==> config.mk <==
export PLATFORM = sky130hd
export DESIGN_NAME = sfc_serial_status
export DESIGN_NICKNAME = d
export VERILOG_FILES = /design/src/verilog/sfc_pkg.sv /design/src/verilog/sfc_level_cnt.sv /design/src/verilog/sfc_serial_status.sv
export SDC_FILE = /design/constraint.sdc
export NUM_CORES = 1
export LEC_CHECK = 0
export BUFFER_PORTS_ARGS = -buffer_cell sky130_fd_sc_hd__buf_4
export CAP_MARGIN = 30
export CORE_UTILIZATION = 40
export DETAILED_ROUTE_END_ITERATION = 10
export GPL_TIMING_DRIVEN = 0
export PLACE_DENSITY = 0.66
export RECOVER_POWER = 100
export REMOVE_ABC_BUFFERS = 1
export SYNTH_ARGS = -nofsm -noshare
export SYNTH_HDL_FRONTEND = slang
export SYNTH_SLANG_ARGS = --single-unit
==> constraint.sdc <==
create_clock -name clk_sys_i -period 3.86 [get_ports clk_sys_i]
set_input_delay 0.772 -clock clk_sys_i [delete_from_list [all_inputs] [get_ports clk_sys_i]]
set_output_delay 0.772 -clock clk_sys_i [all_outputs]
set_load 0.005 [all_outputs]
==> src/verilog/sfc_pkg.sv <==
// Constants shared by the serial status block and its level counter.
// Assumes a 16-bit register port and a single 100 MHz system clock.
package sfc_pkg;

  // ****************************************************************
  // Register port geometry
  // ****************************************************************
  localparam int ADDR_W = 8; // Register address width
  localparam int DATA_W = 16; // Register data width
  localparam int CNT_W = 5; // Width of one occupancy field
  localparam int FIFO_DEPTH = 16; // Bytes per FIFO

  // ****************************************************************
  // Register offsets
  // ****************************************************************
  localparam logic [ADDR_W-1:0] OFF_FILL = 8'h00; // fifo_fill_level
  localparam logic [ADDR_W-1:0] OFF_PORT = 8'h04; // serial_pin_port
  localparam logic [ADDR_W-1:0] OFF_FCTL = 8'h08; // fifo_control_register

  // ****************************************************************
  // Field positions
  // ****************************************************************
  localparam int FILL_TX_LSB = 8; // Transmit count low bit
  localparam int FILL_RX_LSB = 0; // Receive count low bit
  localparam int PORT_USED_W = 8; // Implemented low bits of port reg
  localparam int BIT_RTS_DIR = 7; // request_pin_direction
  localparam int BIT_RTS_LVL = 6; // request_pin_level
  localparam int BIT_CTS_DIR = 5; // Clear-to-send direction
  localparam int BIT_SCK_DIR = 3; // Serial clock direction
  localparam int BIT_BRK_DIR = 1; // Break direction
  localparam int BIT_MFE = 3; // modem_flow_enable
  localparam int BIT_TX_RST = 2; // Transmit FIFO flush
  localparam int BIT_RX_RST = 1; // Receive FIFO flush
  localparam int BIT_LOOP = 0; // Loop-back

  // ****************************************************************
  // Reset values and channel numbers
  // ****************************************************************
  localparam logic [DATA_W-1:0] FILL_RESET = 16'h0000;
  localparam logic [DATA_W-1:0] DATA_ZERO = 16'h0000;
  localparam logic [3:0] FCTL_RESET = 4'h0;
  localparam int CHAN_NO_FLOW = 2; // Channel without flow control

endpackage

==> src/verilog/sfc_level_cnt.sv <==
// Occupancy counter for one FIFO, fed by push and pop pulses.
// Assumes push and pop come from logic on the same clock.
`timescale 1ns/1ps
module sfc_level_cnt #(
  parameter int DEPTH = 16,
  parameter int CW = 5
) (
  input wire logic clk_sys_i,
  input wire logic rst_n_i,
  input wire logic flush_i,
  input wire logic push_i,
  input wire logic pop_i,
  output logic [CW-1:0] level_o,
  output logic full_o,
  output logic empty_o
);

  // ****************************************************************
  // Counter
  // ****************************************************************
  localparam logic [CW-1:0] LVL_MAX = CW'(DEPTH); // Full count
  localparam logic [CW-1:0] LVL_ONE = CW'(1); // Step

  logic [CW-1:0] level_r; // Current occupancy
  logic [CW-1:0] level_nxt; // Next occupancy
  wire do_push = push_i && (level_r != LVL_MAX); // Overflow dropped
  wire do_pop = pop_i && (level_r != '0); // Underflow ignored

  // An accepted push and an accepted pop together leave the level alone
  assign level_nxt = flush_i ? '0 :
                     (do_push && !do_pop) ? level_r + LVL_ONE :
                     (do_pop && !do_push) ? level_r - LVL_ONE : level_r;

  // Level follows each byte at the edge it moves
  always_ff @(posedge clk_sys_i) begin
    if (!rst_n_i) begin
      level_r <= '0;
    end else begin
      level_r <= level_nxt;
    end
  end

  assign level_o = level_r;
  assign full_o = (level_r == LVL_MAX);
  assign empty_o = (level_r == '0);
endmodule

==> src/verilog/sfc_serial_status.sv <==
// Fill-level and pin-port registers of one serial channel.
// Assumes FIFO push/pop pulses from same-clock logic, pins from outside.
//
// Design decisions made here: the address-and-strobe port and the register offsets.
`timescale 1ns/1ps

// How it works
// - Fill register: tx count high, rx low
// - Tx count 0 empty, 0x10 full
// - Rx count 0 empty, 0x10 full
// - Fill register read-only, resets to zero
// - Unused bits read zero, write zero
// - Port register bit pairs; only the request pair governs a pin
// - Port register R/W; bits 7,5,3,1 reset
// - Request pin: input, driven, or flow-controlled
// - Request level reads the sampled pin
// - Channel two: request bits reserved, inert
// - Flow enable only channels 0 and 1
// - Flow off: clear-to-send active, request zero
module sfc_serial_status
  import sfc_pkg::*;
#(
  parameter int CHANNEL = 0,
  parameter int DEPTH = sfc_pkg::FIFO_DEPTH
) (
  input wire logic clk_sys_i,
  input wire logic rst_n_i,
  input wire logic [sfc_pkg::ADDR_W-1:0] addr_i,
  input wire logic [sfc_pkg::DATA_W-1:0] wr_data_i,
  input wire logic wr_en_i,
  input wire logic rd_en_i,
  output logic [sfc_pkg::DATA_W-1:0] rd_data_o,
  input wire logic tx_push_i,
  input wire logic tx_pop_i,
  input wire logic rx_push_i,
  input wire logic rx_pop_i,
  output logic tx_full_o,
  output logic tx_empty_o,
  output logic rx_full_o,
  output logic rx_empty_o,
  input wire logic rts_flow_n_i,
  output logic rts_flow_int_o,
  input wire logic rts_pin_i,
  output logic rts_pin_o,
  output logic rts_pin_oe_o,
  input wire logic cts_pin_i,
  output logic cts_active_n_o,
  output logic modem_flow_enable_o,
  output logic loopback_o
);
  import sfc_pkg::*;

  // ****************************************************************
  // Channel options
  // ****************************************************************
  // The channel without flow control keeps request bits and the
  // flow enable tied off, so a stray write cannot move the pin
  localparam bit HAS_FLOW = (CHANNEL != CHAN_NO_FLOW);

  // ****************************************************************
  // Register decode
  // ****************************************************************
  wire hit_fill = (addr_i == OFF_FILL); // Fill-level select
  wire hit_port = (addr_i == OFF_PORT); // Port select
  wire hit_fctl = (addr_i == OFF_FCTL); // FIFO control select
  wire wr_port = wr_en_i && hit_port; // Port write
  wire wr_fctl = wr_en_i && hit_fctl; // Control write

  // ****************************************************************
  // FIFO control register (flow enable, flushes, loop-back)
  // ****************************************************************
  logic mfe_r; // modem_flow_enable
  logic tx_rst_r; // Transmit FIFO held empty
  logic rx_rst_r; // Receive FIFO held empty
  logic loop_r; // Loop-back
  wire mfe_wr = wr_data_i[BIT_MFE] && HAS_FLOW;

  // Control bits; flow enable stays zero where it does not exist
  always_ff @(posedge clk_sys_i) begin
    if (!rst_n_i) begin
      {mfe_r, tx_rst_r, rx_rst_r, loop_r} <= FCTL_RESET;
    end else if (wr_fctl) begin
      mfe_r <= mfe_wr;
      tx_rst_r <= wr_data_i[BIT_TX_RST];
      rx_rst_r <= wr_data_i[BIT_RX_RST];
      loop_r <= wr_data_i[BIT_LOOP];
    end
  end

  assign modem_flow_enable_o = mfe_r;
  assign loopback_o = loop_r;

  // ****************************************************************
  // Occupancy counters
  // ****************************************************************
  logic [CNT_W-1:0] tx_level; // Untransmitted bytes
  logic [CNT_W-1:0] rx_level; // Received bytes waiting

  // Transmit FIFO occupancy
  sfc_level_cnt #(
    .DEPTH(DEPTH),
    .CW(CNT_W)
  ) u_tx_level (
    .clk_sys_i(clk_sys_i),
    .rst_n_i(rst_n_i),
    .flush_i(tx_rst_r),
    .push_i(tx_push_i),
    .pop_i(tx_pop_i),
    .level_o(tx_level),
    .full_o(tx_full_o),
    .empty_o(tx_empty_o)
  );

  // Receive FIFO occupancy
  sfc_level_cnt #(
    .DEPTH(DEPTH),
    .CW(CNT_W)
  ) u_rx_level (
    .clk_sys_i(clk_sys_i),
    .rst_n_i(rst_n_i),
    .flush_i(rx_rst_r),
    .push_i(rx_push_i),
    .pop_i(rx_pop_i),
    .level_o(rx_level),
    .full_o(rx_full_o),
    .empty_o(rx_empty_o)
  );

  // Fill register image; unused bits are constant zero
  logic [DATA_W-1:0] fill_word; // fifo_fill_level view
  always_comb begin
    fill_word = FILL_RESET;
    fill_word[FILL_TX_LSB +: CNT_W] = tx_level;
    fill_word[FILL_RX_LSB +: CNT_W] = rx_level;
  end

  // ****************************************************************
  // Pin synchronisers
  // ****************************************************************
  logic rts_meta_r; // First stage, read only by the second
  logic rts_sync_r; // Sampled request pin
  logic cts_meta_r; // First stage, read only by the second
  logic cts_sync_r; // Sampled clear-to-send pin

  // Two flops per pin; reset to the idle high level of both lines
  always_ff @(posedge clk_sys_i) begin
    if (!rst_n_i) begin
      rts_meta_r <= 1'b1;
      rts_sync_r <= 1'b1;
      cts_meta_r <= 1'b1;
      cts_sync_r <= 1'b1;
    end else begin
      rts_meta_r <= rts_pin_i;
      rts_sync_r <= rts_meta_r;
      cts_meta_r <= cts_pin_i;
      cts_sync_r <= cts_meta_r;
    end
  end

  // ****************************************************************
  // Port register
  // ****************************************************************
  logic rts_dir_r; // request_pin_direction
  logic cts_dir_r; // Clear-to-send direction
  logic sck_dir_r; // Serial clock direction
  logic brk_dir_r; // Break direction
  logic rts_lvl_r; // request_pin_level as written
  logic cts_lvl_r; // Clear-to-send level as written
  logic sck_lvl_r; // Serial clock level as written
  logic brk_lvl_r; // Break level as written

  // Direction bits carry a power-on value
  always_ff @(posedge clk_sys_i) begin
    if (!rst_n_i) begin
      rts_dir_r <= 1'b0;
      cts_dir_r <= 1'b0;
      sck_dir_r <= 1'b0;
      brk_dir_r <= 1'b0;
    end else if (wr_port) begin
      rts_dir_r <= wr_data_i[BIT_RTS_DIR] && HAS_FLOW;
      cts_dir_r <= wr_data_i[BIT_CTS_DIR];
      sck_dir_r <= wr_data_i[BIT_SCK_DIR];
      brk_dir_r <= wr_data_i[BIT_BRK_DIR];
    end
  end

  // Data bits keep no power-on value; the pin is not driven until
  // the request direction bit or flow enable is set, so an unknown level cannot escape
  always_ff @(posedge clk_sys_i) begin
    if (wr_port) begin
      rts_lvl_r <= wr_data_i[BIT_RTS_LVL];
      cts_lvl_r <= wr_data_i[BIT_CTS_DIR-1];
      sck_lvl_r <= wr_data_i[BIT_SCK_DIR-1];
      brk_lvl_r <= wr_data_i[BIT_BRK_DIR-1];
    end
  end

  // Read view: request level is the pin, not the stored bit
  logic [DATA_W-1:0] port_word; // serial_pin_port view
  always_comb begin
    port_word = DATA_ZERO;
    port_word[BIT_RTS_DIR] = rts_dir_r && HAS_FLOW;
    port_word[BIT_RTS_LVL] = rts_sync_r && HAS_FLOW;
    port_word[BIT_CTS_DIR] = cts_dir_r;
    port_word[BIT_CTS_DIR-1] = cts_lvl_r;
    port_word[BIT_SCK_DIR] = sck_dir_r;
    port_word[BIT_SCK_DIR-1] = sck_lvl_r;
    port_word[BIT_BRK_DIR] = brk_dir_r;
    port_word[BIT_BRK_DIR-1] = brk_lvl_r;
  end

  logic [DATA_W-1:0] fctl_word; // fifo_control_register view
  always_comb begin
    fctl_word = DATA_ZERO;
    fctl_word[BIT_MFE] = mfe_r;
    fctl_word[BIT_TX_RST] = tx_rst_r;
    fctl_word[BIT_RX_RST] = rx_rst_r;
    fctl_word[BIT_LOOP] = loop_r;
  end

  // ****************************************************************
  // Request and clear-to-send pins
  // ****************************************************************
  // Flow logic request is forced to zero with flow control off
  wire flow_on = mfe_r && HAS_FLOW;
  assign rts_flow_int_o = flow_on ? rts_flow_n_i : 1'b0;
  // Clear-to-send seen as active (low) unless flow control is on
  assign cts_active_n_o = flow_on ? cts_sync_r : 1'b0;

  // Flow logic wins; else the direction bit picks input or drive
  assign rts_pin_oe_o = flow_on || (rts_dir_r && HAS_FLOW);
  assign rts_pin_o = flow_on ? rts_flow_n_i :
                     rts_pin_oe_o ? rts_lvl_r : 1'b0;

  // ****************************************************************
  // Read data
  // ****************************************************************
  // Unmapped addresses read zero; the fill register ignores writes
  wire [DATA_W-1:0] rd_mux = hit_fill ? fill_word :
                             hit_port ? port_word :
                             hit_fctl ? fctl_word : DATA_ZERO;

  // Data stand for the one cycle after the read strobe
  always_ff @(posedge clk_sys_i) begin
    if (!rst_n_i) begin
      rd_data_o <= DATA_ZERO;
    end else if (rd_en_i) begin
      rd_data_o <= rd_mux;
    end else begin
      rd_data_o <= DATA_ZERO;
    end
  end
endmodule
---- Yosys cells after proc, flatten, opt, wreduce, memory -nomap -nowiden ----
Index checks and enable logic that the tools add are counted.
storage, ports and cells
  bits in registers ....................... 42
  bits in latches ......................... 0
  memory bits (writable) .................. 0
  ROM bits ................................ 0
  input port bits ......................... 35
  logic and storage cells ................. 71
  memories ................................ 0
operators by class
  $add $sub $neg .......................... 4
  $mul .................................... 0
  divide/modulo/power cells ............... 0
  $lt $le $gt $ge ......................... 0
  equality and inequality tests ........... 6
  shift operators ......................... 0
  muxes and demuxes ....................... 11
  bitwise gates (word level) .............. 2
  reductions and logical operators ........ 27
operators by type and width
  cell                                                                    count
  5-bit 2-to-1 mux                                                        4
  13-bit 2-to-1 mux                                                       1
  5-bit by 1-bit adder with 5-bit output (second input constant)          2
  5-bit equality test (second input constant)                             2
  1-bit logical AND                                                       10
  5-bit logical NOT                                                       2
  5-bit inequality test (second input constant)                           2
  5-bit nonzero test                                                      2
  5-bit by 1-bit subtractor with 5-bit output (second input constant)     2
  8-bit by 3-bit equality test with 1-bit output (second input constant)  1
  8-bit by 4-bit equality test with 1-bit output (second input constant)  1
  8-bit logical NOT                                                       1
  8-bit 2-to-1 mux                                                        1
  1-bit logical NOT                                                       4
  1-bit 2-to-1 mux                                                        4
  4-bit 2-to-1 mux                                                        1
  2-bit nonzero test                                                      2
  2-bit OR reduction                                                      2
  4-bit OR reduction                                                      1
  3-bit OR reduction                                                      1
  1-bit NOT                                                               2
  2-bit AND reduction                                                     1
  1-bit logical OR                                                        1

---- Depth between registers and ports, before layout ----
  depth after elaboration ................. 6
  mapped depth ............................ 10
  gate-level depth less buffers ........... 10

---- By module ----
Synthesis repeated with hierarchy kept, for this count alone.
second synthesis, totals
  cell total of the unflattened synthesis .. 191
  area, all modules ....................... 1864.3 um^2
modules (own cells, without submodules)
  module             times used  cells an instance  area an instance (um^2)  sequential area each (um^2)
  sfc_serial_status  1           105                1113.6                   620.6
  sfc_level_cnt      2           43                 375.4                    100.1

---- Worst setup path before layout ----
OpenSTA, ideal clock, no wires.
  kind .................................... reg2reg
  start point ............................. register u_rx_level.level_r[0] (netlist: u_rx_level.level_o[0])
  end point ............................... register u_rx_level.level_r[4] (netlist: u_rx_level.level_o[4])
  arrival time ............................ 2443 ps
  setup slack ............................. 1296 ps
  cell stages (with the launch flop) ...... 11
  cells stage by stage .................... dfxtp_1 > or4_1 > nor2_1 > nor2b_1 > ha_1 > inv_1 > ha_1 > a21oi_1 > a211oi_1 > a31oi_1 > mux2_2
between the ends
  cells in the longest elaborated chain, start to end .. 5
  elaborated cells on any way between the ends .. 13
ends and longest elaborated chain
  element                                                                              RTL line             source
  from (decl)                                                                          sfc_level_cnt.sv:24  logic [CW-1:0] level_r;
  from (signal assigned)                                                               sfc_level_cnt.sv:39  level_r <= level_nxt;
  branches (longest 5 deep; another with 5-bit by 1-bit subtractor with 5-bit output)  n/a
Several ways; the timed one is not identified. The select of a mux whose other input is x is not followed.
A chain may end at the register's enable or synchronous reset.

---- Final worst setup path ----
Same ends and word-level chain as after synthesis.

==> impl_metrics.tcl <==
set metrics [dict create \
    crit_arrival_ns 2.90 \
    p_per_area_mw_per_mm2 571 \
    ir_worst_vdd_uv 339 \
    synth_area_mm2 0.00179 \
    hold_buffers 0 \
    cp.required_ns 4.03 \
    finalSetupTns_ns 0 \
    die_area_mm2 0.00474 \
    routedWlPerCell_um 12.2 \
    cp-start-kind "flip-flop" \
    synthTopCellsByArea "dfxtp_1 (39%), edfxtp_1 (6.7%), ha_1 (6.3%), nor2_1 (6.1%), mux2i_1 (3.4%)" \
    regArea_um2 821 \
    path_max_fanout 5 \
    ys_ff_latch 39 \
    wl_um 3570 \
    track_usage_pct 16.1 \
    cts_setup_buffers 0 \
    ant_nets 0 \
    first_global_vias 1251 \
    clock_latency_ns 0.28 \
    synthFlopType "dfxtp_1" \
    cts_buffer_depth 2 \
    ys_seq_area_share_pct 45.9 \
    vias_per_cell 4.99 \
    synth_top_cell_by_area "dfxtp_1" \
    synth_top_family_by_area "simple AND/OR/NAND/NOR gates" \
    n_fill_cell 402 \
    yosys.area_share.simple_pct 24.2 \
    synth_compound_area_share_pct 10.1 \
    die_h_um 68.8 \
    async_flop_share_pct 0 \
    hold-path-endpoint "rts_sync_r" \
    core_area_mm2 0.00414 \
    cts.sinks 39 \
    cts-buffers-inserted 5 \
    finClkSkew_ns 0.00403 \
    start_util_pct 43.1 \
    areaGrowthSynthToFinish_pct 24.2 \
    antennaDiodeCount 0 \
    largest_register_ffs 13 \
    yosysUniqueCellTypes 38 \
    tightest_slew_ns 0.940 \
    htree_levels 2 \
    min_path_type "reg -> reg" \
    root_buffer "clkbuf_8" \
    max_freq_mhz 366 \
    drc 0 \
    whs_path_depth 1 \
    cts_tree "yes" \
    grt_pass1_wl_um 5550 \
    synth_edf_count 4 \
    synth_xor_area_share_pct 2.45 \
    finalSetupViolCount 0 \
    critical_path.endpoint_type "flip-flop" \
    yosysMostFrequentCell "dfxtp_1" \
    rows 23 \
    vias 1457 \
    muxShareOfSynthArea_pct 3.99 \
    rsz0062_at_grt "no" \
    ys_top_cells_by_count "dfxtp_1 (35), nor2_1 (29), a21oi_1 (11), nand2_1 (10)" \
    fin_util_pct 53.5 \
    fin_crit_sh_pct 70.7 \
    hp-start "rts_meta_r" \
    status "finished clean" \
    stdcell_count 292 \
    rrSetupSlack_ns 1.13 \
    multi_input_area_um2 871 \
    leakage_uw 0.000966 \
    fin_crit_ns 2.73 \
    slew_violations 0 \
    criticalPathCategory "reg -> reg" \
    dieWidth_um 68.8 \
    synthAdderAreaFrac_pct 8.54 \
    cts-resized-gates 0 \
    antenna_found_initial 0 \
    yosysTopAreaCellShare_pct 39.2 \
    gp_congestion 0.765 \
    cts.reportedPaths.clkPinSlew_ns 0.07 \
    cap_violations 0 \
    synth_cells 193 \
    gr-total-overflow 0 \
    largest_register "rd_data_o" \
    r2r-start "u_rx_level.level_o[0]" \
    pin_count 61 \
    avgSynthCellArea_um2 9.26 \
    r2r_cells 10 \
    dr.pass1.iters 4 \
    dp_hpwl_um 2650 \
    ys.warnings.count 0 \
    port_buffers 49 \
    drive_above_1_share_pct 24.4 \
    nNetsFinal 287 \
    grt_max_degree 23 \
    hold_viol 0 \
    r2r_end "u_rx_level.level_o[4]" \
    dp.cells 284 \
    drt-initial-drc-count 76 \
    relSlewSlack_pct 37.3 \
]
logic make-up (layout without fill, tap and decap cells):
logic type               after synthesis  count (layout)
AO/OA/AOI/OAI                         30              30
XOR/XNOR                               5               5
adder cells (fa/ha/maj)               11              11
buffers and inverters                 18              65
flip-flops                            39              39
multiplexers                           7               7
other                                  1               3
AND/OR/NAND/NOR                       82              82
worst max-delay path, cell delays in order (launching register included):
cell      delay (ns)
dfxtp_1         0.37
or4_1           0.60
nor2_1          0.15
nor2b_1         0.06
ha_1            0.20
inv_1           0.15
ha_1            0.30
a21oi_1         0.19
a211oi_1        0.10
a31oi_1         0.16
mux2_2          0.34
power breakdown:
| group | internal [uW] | leakage [uW] | total, uW | switching, uW |
|---|---|---|---|---|
| registers | 455 | 0.000321 | 511 | 55.4 |
| clock network | 127 | 0.0000422 | 260 | 134 |
| logic | 242 | 0.000603 | 496 | 253 |
| total | 824 | 0.000966 | 1270 | 442 |
worst max path at each step:
stage	from	endpoint	slack [ns]	cells after the start
after floorplan	u_rx_level.level_o[0]	u_rx_level.level_o[4]	1.30	10
after global placement	u_rx_level.level_o[0]	u_rx_level.level_o[4]	1.12	10
after detailed placement	u_rx_level.level_o[0]	u_rx_level.level_o[4]	1.14	10
after CTS	u_rx_level.level_o[0]	u_rx_level.level_o[4]	1.12	10
after global routing	u_rx_level.level_o[0]	u_rx_level.level_o[4]	0.92	10
final	u_rx_level.level_o[0]	u_rx_level.level_o[4]	1.13	10
per-layer routing:
| metal | global-route usage, % | part of all wire, % |
|---|---|---|
| met5 | 0 | 0 |
| met4 | 6.63 | 0.78 |
| met3 | 4.44 | 4.8 |
| met2 | 25.9 | 47 |
| met1 | 20.3 | 47 |
cells in the final DEF (no fill, tap or decap), types with 3 or more instances in the layout:
cell type,count
inv_1,8
dfxtp_1,35
nand3_1,9
nor4_1,4
nor2_1,29
nand4_1,3
mux2i_1,6
a31o_2,3
nor2b_1,5
conb_1,3
or4_1,3
buf_4,22
clkbuf_1,6
clkbuf_4,23
edfxtp_1,4
clkbuf_8,5
nand2_1,10
a21oi_1,11
ha_1,9
xor2_1,3
nand2b_1,6
and3_2,3
and2_0,4
o21ai_0,8
final cells by class:
| class | instances | share of cell area, % |
|---|---|---|
| clock buffer | 7 | 3.44 |
| timing repair buffer | 49 | 15.9 |
| sequential | 39 | 37.0 |
| inverter | 8 | 1.35 |
| tap | 50 | 2.82 |
| clock inverter | 1 | 0.226 |
| multi-input combinational | 138 | 39.3 |
per-stage QoR:
step / worst slack [ns] / total power (uW) / hold slack (ns) / instance area [um2]
after floorplan: 1.30 / 881 / 0.386 / 1740
after global placement: 1.12 / 1010 / 0.389 / 2170
after detailed placement: 1.14 / 1020 / 0.397 / 2170
after CTS: 1.12 / 1290 / 0.414 / 2250
after global routing: 0.924 / 1380 / 0.439 / 2220
final: 1.13 / 1270 / 0.423 / 2220
No activity file was read; power rests on OpenSTA's default activity.
